<file path="config.mk">
export PLATFORM = sky130hd
export DESIGN_NAME = tiv_top
export DESIGN_NICKNAME = d
export VERILOG_FILES = /design/src/rtl/tiv_pkg.sv /design/src/rtl/tiv_cnt_if.sv /design/src/rtl/tiv_wrap_cnt.sv /design/src/rtl/tiv_top.sv
export SDC_FILE = /design/constraint.sdc
export NUM_CORES = 1
export LEC_CHECK = 0
export BUFFER_PORTS_ARGS = -buffer_cell sky130_fd_sc_hd__buf_2
export CAP_MARGIN = 5
export CORE_ASPECT_RATIO = 2
export CORE_UTILIZATION = 50
export DETAILED_ROUTE_END_ITERATION = 16
export PLACE_DENSITY = 0.67
export SKIP_CTS_REPAIR_TIMING = 1
export SYNTH_ARGS = -nofsm -noshare
export SYNTH_HDL_FRONTEND = slang
export SYNTH_HIERARCHICAL = 1
export SYNTH_SLANG_ARGS = --single-unit
export TNS_END_PERCENT = 10
</file>
<file path="constraint.sdc">
create_clock -name clk -period 7.45 [get_ports clk]
set_input_delay 0.745 -clock clk [delete_from_list [all_inputs] [get_ports clk]]
set_output_delay 0.745 -clock clk [all_outputs]
set_load 0.1 [all_outputs]
</file>
<file path="src/rtl/tiv_pkg.sv">
// constants shared by the interval timer unit: register map, control field positions, reset values, timebase rates
// assumes an 8-bit special-function register bus and a 32.768 kHz timebase level sampled on clk
// Function
// day_wrap_select picks hour wrap 23 or 255
// interval_base_sel picks interval counter tick source
// one-shot timeout clears interval_run once
// otherwise interval counter reloads every timeout
// match flag sets on equality, software clears
// interval_target compare value raises interrupt request
// interval_run enables or disables interval counter
// clock_gate_on passes or blocks timebase ticks
// gate off restores last written time values
// time registers writable as start while gated
// fraction counts 0..127, wrap advances seconds
// seconds count 0..59, wrap advances minutes
// minutes count 0..59, wrap advances hours
// hour advances hourly, 24h mode wraps 23
// all six registers read zero after reset
// interval counter steps on selected overflow
// time counting runs from 32.768 kHz timebase
// interval counter clears when stopped or reloaded
package tiv_pkg;

  // =====================================================================
  // register addresses on the special-function register bus
  localparam logic [7:0] ADDR_TICK_CONTROL    = 8'hA1;
  localparam logic [7:0] ADDR_FRACTION_COUNT  = 8'hA2;
  localparam logic [7:0] ADDR_ONE_HZ_COUNT    = 8'hA3;
  localparam logic [7:0] ADDR_SIXTY_S_COUNT   = 8'hA4;
  localparam logic [7:0] ADDR_HOUR_COUNT      = 8'hA5;
  localparam logic [7:0] ADDR_INTERVAL_TARGET = 8'hA6;

  // =====================================================================
  // tick_control field positions
  localparam int BIT_DAY_WRAP_SELECT  = 6;
  localparam int BIT_BASE_SEL_HI      = 5;
  localparam int BIT_BASE_SEL_LO      = 4;
  localparam int BIT_ONE_SHOT_SELECT  = 3;
  localparam int BIT_MATCH_FLAG       = 2;
  localparam int BIT_INTERVAL_RUN     = 1;
  localparam int BIT_CLOCK_GATE_ON    = 0;

  // =====================================================================
  // reset values
  localparam logic [7:0] RST_TICK_CONTROL    = 8'h00;
  localparam logic [7:0] RST_TIME            = 8'h00;
  localparam logic [7:0] RST_INTERVAL_TARGET = 8'h00;
  localparam logic [7:0] READ_UNMAPPED       = 8'h00;

  // =====================================================================
  // counter limits (last value before wrap)
  localparam logic [7:0] LIM_FRACTION  = 8'h7F;
  localparam logic [7:0] LIM_SECONDS   = 8'h3B;
  localparam logic [7:0] LIM_MINUTES   = 8'h3B;
  localparam logic [7:0] LIM_HOUR_DAY  = 8'h17;
  localparam logic [7:0] LIM_HOUR_FREE = 8'hFF;
  localparam int         NUM_TIME_CNT  = 4;

  // =====================================================================
  // timebase rates: crystal edges per 1/128 s step
  localparam int         TIMEBASE_HZ   = 32768;
  localparam int         FRACTION_HZ   = 128;
  localparam int         PRESCALE_DIV  = TIMEBASE_HZ / FRACTION_HZ;
  localparam logic [7:0] PRESCALE_LAST = 8'(PRESCALE_DIV - 1);

  // interval timebase selection codes
  typedef enum logic [1:0] {
    TIV_BASE_FRACTION = 2'h0,
    TIV_BASE_SECONDS  = 2'h1,
    TIV_BASE_MINUTES  = 2'h2,
    TIV_BASE_HOURS    = 2'h3
  } tiv_base_t;

endpackage

</file>
<file path="src/rtl/tiv_cnt_if.sv">
// carrier between the timer top and one wrapping time counter
// assumes both ends run on the same clk
`timescale 1ns/1ps
interface tiv_cnt_if;
  logic       tick;
  logic       restore;
  logic [7:0] limit;
  logic [7:0] restore_val;
  logic [7:0] count;
  logic       wrap;

  modport ctrl (output tick, output restore, output limit, output restore_val, input count, input wrap);
  modport cnt  (input tick, input restore, input limit, input restore_val, output count, output wrap);
endinterface

</file>
<file path="src/rtl/tiv_wrap_cnt.sv">
// one wrapping time counter: counts 0..limit on tick, reloads a given value on restore
// assumes tick is a one-cycle pulse on clk and limit is stable between ticks
`timescale 1ns/1ps
module tiv_wrap_cnt
  import tiv_pkg::*;
(
  input  wire logic clk,
  input  wire logic rstn,
  tiv_cnt_if.cnt    bus
);

  logic [7:0] count;
  logic       at_limit;

  // =====================================================================
  // wrap detection; >= so a software value above the limit still rolls over
  assign at_limit = (count >= bus.limit);
  assign bus.wrap  = bus.tick & at_limit & ~bus.restore;
  assign bus.count = count;

  // restore beats tick so a software load is never overwritten by a step
  always_ff @(posedge clk) begin
    if (!rstn) begin
      count <= RST_TIME;
    end else if (bus.restore) begin
      count <= bus.restore_val;
    end else if (bus.tick) begin
      count <= at_limit ? 8'h00 : count + 8'h01;
    end
  end

endmodule

</file>
<file path="src/rtl/tiv_top.sv">
// interval timer unit: real-time chain (fraction, seconds, minutes, hours) plus an 8-bit interval counter
// assumes the core drives a byte-wide special-function register bus on clk and a 32.768 kHz level on timebase_in
`timescale 1ns/1ps
module tiv_top
  import tiv_pkg::*;
(
  input  wire logic       clk,
  input  wire logic       rstn,
  input  wire logic       timebase_in,
  input  wire logic [7:0] sfr_addr,
  input  wire logic       sfr_wr,
  input  wire logic       sfr_rd,
  input  wire logic [7:0] sfr_wdata,
  output logic      [7:0] sfr_rdata,
  output logic            interval_irq
);

  // =====================================================================
  // register state
  logic       day_wrap_select;
  logic [1:0] interval_base_sel;
  logic       one_shot_select;
  logic       interval_match_flag;
  logic       interval_run;
  logic       clock_gate_on;
  logic [7:0] interval_target;
  logic [7:0] interval_count;
  logic [7:0] shadow [NUM_TIME_CNT];
  logic       timebase_q;
  logic [7:0] prescale;

  // =====================================================================
  // address decode
  wire sel_ctrl   = (sfr_addr == ADDR_TICK_CONTROL);
  wire sel_target = (sfr_addr == ADDR_INTERVAL_TARGET);
  wire wr_ctrl    = sfr_wr & sel_ctrl;
  wire wr_target  = sfr_wr & sel_target;

  logic [7:0] time_addr [NUM_TIME_CNT];
  assign time_addr[0] = ADDR_FRACTION_COUNT;
  assign time_addr[1] = ADDR_ONE_HZ_COUNT;
  assign time_addr[2] = ADDR_SIXTY_S_COUNT;
  assign time_addr[3] = ADDR_HOUR_COUNT;

  // =====================================================================
  // timebase: edges of the slow crystal level step a divide-by-256 prescaler
  wire timebase_edge = timebase_in & ~timebase_q;
  wire prescale_end  = (prescale == PRESCALE_LAST);
  wire tick_128      = clock_gate_on & timebase_edge & prescale_end;

  // prescaler held clear while gated so a restart begins a full 1/128 s step
  always_ff @(posedge clk) begin
    if (!rstn) begin
      timebase_q <= 1'b0;
      prescale   <= 8'h00;
    end else begin
      timebase_q <= timebase_in;
      if (!clock_gate_on) begin
        prescale <= 8'h00;
      end else if (timebase_edge) begin
        prescale <= prescale_end ? 8'h00 : prescale + 8'h01;
      end
    end
  end

  // =====================================================================
  // time counter chain
  tiv_cnt_if cif [NUM_TIME_CNT] ();

  logic [NUM_TIME_CNT-1:0] cnt_wrap;
  logic [NUM_TIME_CNT-1:0] cnt_tick;
  logic [NUM_TIME_CNT-1:0] wr_time;
  logic [7:0]              cnt_limit [NUM_TIME_CNT];
  logic [7:0]              cnt_value [NUM_TIME_CNT];

  // fraction counter steps on tick_128, each other counter on the wrap of the one below it
  assign cnt_tick = {cnt_wrap[2], cnt_wrap[1], cnt_wrap[0], tick_128};
  assign cnt_limit[0] = LIM_FRACTION;
  assign cnt_limit[1] = LIM_SECONDS;
  assign cnt_limit[2] = LIM_MINUTES;
  assign cnt_limit[3] = day_wrap_select ? LIM_HOUR_DAY : LIM_HOUR_FREE;

  genvar gi;
  generate
    for (gi = 0; gi < NUM_TIME_CNT; gi++) begin : g_time
      assign wr_time[gi]          = sfr_wr & (sfr_addr == time_addr[gi]);
      assign cif[gi].tick         = cnt_tick[gi];
      assign cif[gi].limit        = cnt_limit[gi];
      // gate low keeps counters pinned to the last written value
      assign cif[gi].restore      = ~clock_gate_on | wr_time[gi];
      assign cif[gi].restore_val  = wr_time[gi] ? sfr_wdata : shadow[gi];
      assign cnt_wrap[gi]         = cif[gi].wrap;
      assign cnt_value[gi]        = cif[gi].count;

      tiv_wrap_cnt u_cnt (
        .clk  (clk),
        .rstn (rstn),
        .bus  (cif[gi])
      );

      // last value software wrote, restored whenever the gate drops
      always_ff @(posedge clk) begin
        if (!rstn) begin
          shadow[gi] <= RST_TIME;
        end else if (wr_time[gi]) begin
          shadow[gi] <= sfr_wdata;
        end
      end
    end
  endgenerate

  // =====================================================================
  // interval counter: tick source selected among the chain's overflows
  logic interval_tick_src;
  always_comb begin
    case (tiv_base_t'(interval_base_sel))
      TIV_BASE_FRACTION: interval_tick_src = tick_128;
      TIV_BASE_SECONDS:  interval_tick_src = cnt_wrap[0];
      TIV_BASE_MINUTES:  interval_tick_src = cnt_wrap[1];
      TIV_BASE_HOURS:    interval_tick_src = cnt_wrap[2];
      default:           interval_tick_src = 1'b0;
    endcase
  end

  wire       interval_tick    = interval_run & interval_tick_src;
  wire [7:0] interval_step    = interval_count + 8'h01;
  // a target of zero matches only after the count rolls past 255
  wire       interval_timeout = interval_tick & (interval_step == interval_target);

  // stopped counter sits at zero; each timeout reloads to zero for a full period
  always_ff @(posedge clk) begin
    if (!rstn) begin
      interval_count <= 8'h00;
    end else if (!interval_run || interval_timeout) begin
      interval_count <= 8'h00;
    end else if (interval_tick) begin
      interval_count <= interval_step;
    end
  end

  // =====================================================================
  // tick_control and interval_target registers
  logic next_match_flag;
  logic next_interval_run;

  // hardware set wins over a software clear in the same cycle
  assign next_match_flag = interval_timeout |
                           (wr_ctrl ? sfr_wdata[BIT_MATCH_FLAG] : interval_match_flag);

  // a software write of the run bit takes precedence over the one-shot stop
  assign next_interval_run = wr_ctrl ? sfr_wdata[BIT_INTERVAL_RUN] :
                             (interval_timeout & one_shot_select) ? 1'b0 : interval_run;

  always_ff @(posedge clk) begin
    if (!rstn) begin
      day_wrap_select     <= RST_TICK_CONTROL[BIT_DAY_WRAP_SELECT];
      interval_base_sel   <= RST_TICK_CONTROL[BIT_BASE_SEL_HI:BIT_BASE_SEL_LO];
      one_shot_select     <= RST_TICK_CONTROL[BIT_ONE_SHOT_SELECT];
      interval_match_flag <= RST_TICK_CONTROL[BIT_MATCH_FLAG];
      interval_run        <= RST_TICK_CONTROL[BIT_INTERVAL_RUN];
      clock_gate_on       <= RST_TICK_CONTROL[BIT_CLOCK_GATE_ON];
      interval_target     <= RST_INTERVAL_TARGET;
    end else begin
      interval_match_flag <= next_match_flag;
      interval_run        <= next_interval_run;
      if (wr_ctrl) begin
        day_wrap_select   <= sfr_wdata[BIT_DAY_WRAP_SELECT];
        interval_base_sel <= sfr_wdata[BIT_BASE_SEL_HI:BIT_BASE_SEL_LO];
        one_shot_select   <= sfr_wdata[BIT_ONE_SHOT_SELECT];
        clock_gate_on     <= sfr_wdata[BIT_CLOCK_GATE_ON];
      end
      if (wr_target) begin
        interval_target   <= sfr_wdata;
      end
    end
  end

  // =====================================================================
  // read mux; bit 7 of tick_control is reserved and reads zero
  wire [7:0] ctrl_value = {1'b0, day_wrap_select, interval_base_sel, one_shot_select,
                           interval_match_flag, interval_run, clock_gate_on};

  logic [7:0] read_value;
  always_comb begin
    read_value = READ_UNMAPPED;
    if (sel_ctrl) begin
      read_value = ctrl_value;
    end else if (sel_target) begin
      read_value = interval_target;
    end
    for (int k = 0; k < NUM_TIME_CNT; k++) begin
      if (sfr_addr == time_addr[k]) begin
        read_value = cnt_value[k];
      end
    end
  end

  // read data registered, held between reads
  always_ff @(posedge clk) begin
    if (!rstn) begin
      sfr_rdata <= READ_UNMAPPED;
    end else if (sfr_rd) begin
      sfr_rdata <= read_value;
    end
  end

  // interrupt request level; enabling it is the core interrupt logic's job
  assign interval_irq = interval_match_flag;

endmodule

</file>
==> qor.csv <==
metric;value;unit
Pleak;3.19;nW
R2R depth;15;
hold wc startpoint;sfr_rdata[7];
DRT Wirelength;19.9;mm
Hold WC Path Type;register to register;
largest delay contributor family on the critical path;compound AO/OA/AOI/OAI gates;
IO Pins;30;
Crit path depth;16;
Vert. Die Dim;172;um
CP Max Fanout;23;
Tcrit/Tclk final;0.774;
Post-Place Setup Slack;1.47;ns
critical-path cell list;buf_2 -> inv_1 -> nand2_1 -> nor3_4 -> nand2b_1 -> a211oi_2 -> inv_1 -> a211oi_2 -> inv_1 -> a211oi_2 -> buf_4 -> mux2i_1 -> a211o_1 -> nor3_1 -> xnor2_1 -> a211oi_1;
grt met2 use;0.486;
Layout Skew;0.0124;ns
IO Port Bufs;29;
pwr dens;159;nW/um2
CTS tree;built;
routed vias;6186;
Worst Hold Path Cells;2;
Clock Path Buffers;2;
syn_area_per_cell;9.20;um2
Final Util;0.548;
die area;15000;um2
Register Area;2400;um2
worst setup path category;input pin to register;
H-tree levels;3;
Tmin final;5.77;ns
Post-DRT Antenna Nets;0;
RR Endpoint;interval_count[3];
largest net degree at the start of global routing;63;
layout cells sized above 1;0.154;
area of the multi-input gates;4520;um2
DRC;0;
core area;14300;um2
Via density;6.09;
Worst-Skew Late Latency;0.35;ns
Critical path buffers and inverters;5;
initial antenna violation count;0;
RD Place Congestion;0.909;
aggregate global routing overflow;0;
diode count;0;
Slew Viols, Final;0;
Final Hold Fails;0;
WHS Endpoint;sfr_rdata[7];
M1 GR Usage;0.300;
Critical Path Source Type;input pin;
global-route wire length before repair;30.8;mm
met3 Use GR;0.0325;
Critical Path RT;7.72;ns
gr busiest metal;met2;
Die Wd;87.2;um
DP HPWL;14.9;mm
fmax;173;MHz
RSZ-0062 raised after global routing;false;
vias in the first global route;5861;
Gate Count Post-Synth;789;
setup TNS;0;ns
status;finished, final reports clean;
post-synthesis cell area;7260;um2
routed len/inst;19.6;um
Iter 0 DRT Violations;511;
CTS clk-pin slew, worst paths;0.08;ns
Critical-path top delay cell;a211oi_2;
GRT Overall Usage;0.271;
CP arrival;6.03;ns
P&R area growth vs syn;7.79;%
# Max-Cap Violations;0;
Nets;877;
# fillers;1350;
worst stage delay on the critical path;0.78;ns
endpoints failing setup;0;
Worst Tran Pin Value;0.921;ns
initial core utilization;0.509;
Ys Warns;6;
DRT Pass-1 Iters;6;
relative slew slack;0.386;
clock root buffer master;clkbuf_16;
critical path capture point type;register;
peak supply drop;0.000115;V
# rows;62;
CTS Buf Count;9;
Clock Sinks;104;
reg-to-reg startpoint;g_time[0].u_cnt/bus.count[3];
worst reg2reg setup slack;2.10;ns
Worst Setup Slack, final;1.68;ns
-- worst reg2reg max path, cell delays in order, from the launching register on --
cell and delay, ns:
dfxtp_1 0.58, ha_1 0.19, o21a_1 0.11, o21ai_1 0.05, a221o_1 0.53, a211oi_2 0.77
inv_1 0.31, a211oi_2 0.67, inv_1 0.28, a211oi_2 0.21, buf_4 0.23, mux2i_1 0.11
a211o_1 0.57, nor3_1 0.34, xnor2_1 0.11, a211oi_1 0.21
-- power by group --
part / internal [mW] / switching (mW)
clock: 0.232 / 0.228
sequential: 0.604 / 0.0294
combinational: 0.0550 / 0.0976
-- cell usage in the layout, fill, tap and decap left out, types with 5 or more instances in the layout --
| cell | count |
|---|---|
| nor4_1 | 7 |
| xor2_1 | 5 |
| a22oi_1 | 8 |
| a31oi_1 | 17 |
| ha_1 | 38 |
| o22ai_1 | 5 |
| conb_1 | 28 |
| mux2i_1 | 24 |
| nor3_1 | 15 |
| buf_2 | 29 |
| edfxtp_1 | 32 |
| nand2_1 | 30 |
| dfxtp_1 | 72 |
| o211ai_1 | 5 |
| nor2_1 | 48 |
| xnor2_1 | 15 |
| nand4_1 | 30 |
| and2_1 | 21 |
| a211oi_1 | 13 |
| nand2b_1 | 16 |
| o2111ai_1 | 7 |
| a21o_1 | 6 |
| mux2_2 | 35 |
| inv_1 | 52 |
| nor2b_1 | 17 |
| nand3_1 | 20 |
| and3_1 | 26 |
| o21ai_0 | 46 |
| a211oi_2 | 5 |
| o21a_1 | 12 |
| clkbuf_16 | 9 |
| a21oi_1 | 35 |
-- flip-flops by register name (all words and copies together), names as in the netlist, 2 cells and up --
signal and count:
interval_target 8, shadow 32, sfr_rdata 8, g_time.u_cnt/bus.count 32, interval_base_sel 2, interval_count 8, prescale 8
-- worst max path at each step --
stage / from / endpoint / slack (ns)
global placement: sfr_addr[0] / interval_count[6] / 1.75
floorplan: sfr_addr[4] / interval_count[6] / 3.28
CTS: sfr_addr[0] / interval_count[3] / 1.82
global route: sfr_addr[0] / interval_count[3] / 1.36
finish: sfr_addr[0] / interval_count[3] / 1.68
detailed placement: sfr_addr[0] / interval_count[3] / 1.47
-- metal layers --
layer  vias to the layer above  wire [um]
met5                         -          0
met2                       217      10300
met4                         0       1100
met3                        56        845
met1                      2954       7650
li1                       2959          -
-- cell type report --
class / count / area share
clock buffer: 10 / 0.0293
clock inverter: 6 / 0.00639
inverter: 56 / 0.0269
multi-input combinational: 614 / 0.577
sequential: 104 / 0.307
tap: 192 / 0.0307
timing repair buffer: 33 / 0.0224
-- metrics by stage --
step	std cells	power (mW)	hold WS [ns]	area, um2
3_3_place_gp	999	0.790	0.456	7550
2_1_floorplan	815	0.745	0.434	7360
4_1_cts	1015	1.25	0.490	7830
5_1_grt	1015	1.29	0.513	7830
3_5_place_dp	999	0.795	0.477	7550
6_report	1015	1.25	0.487	7830
No activity file was read; power rests on OpenSTA's default activity.
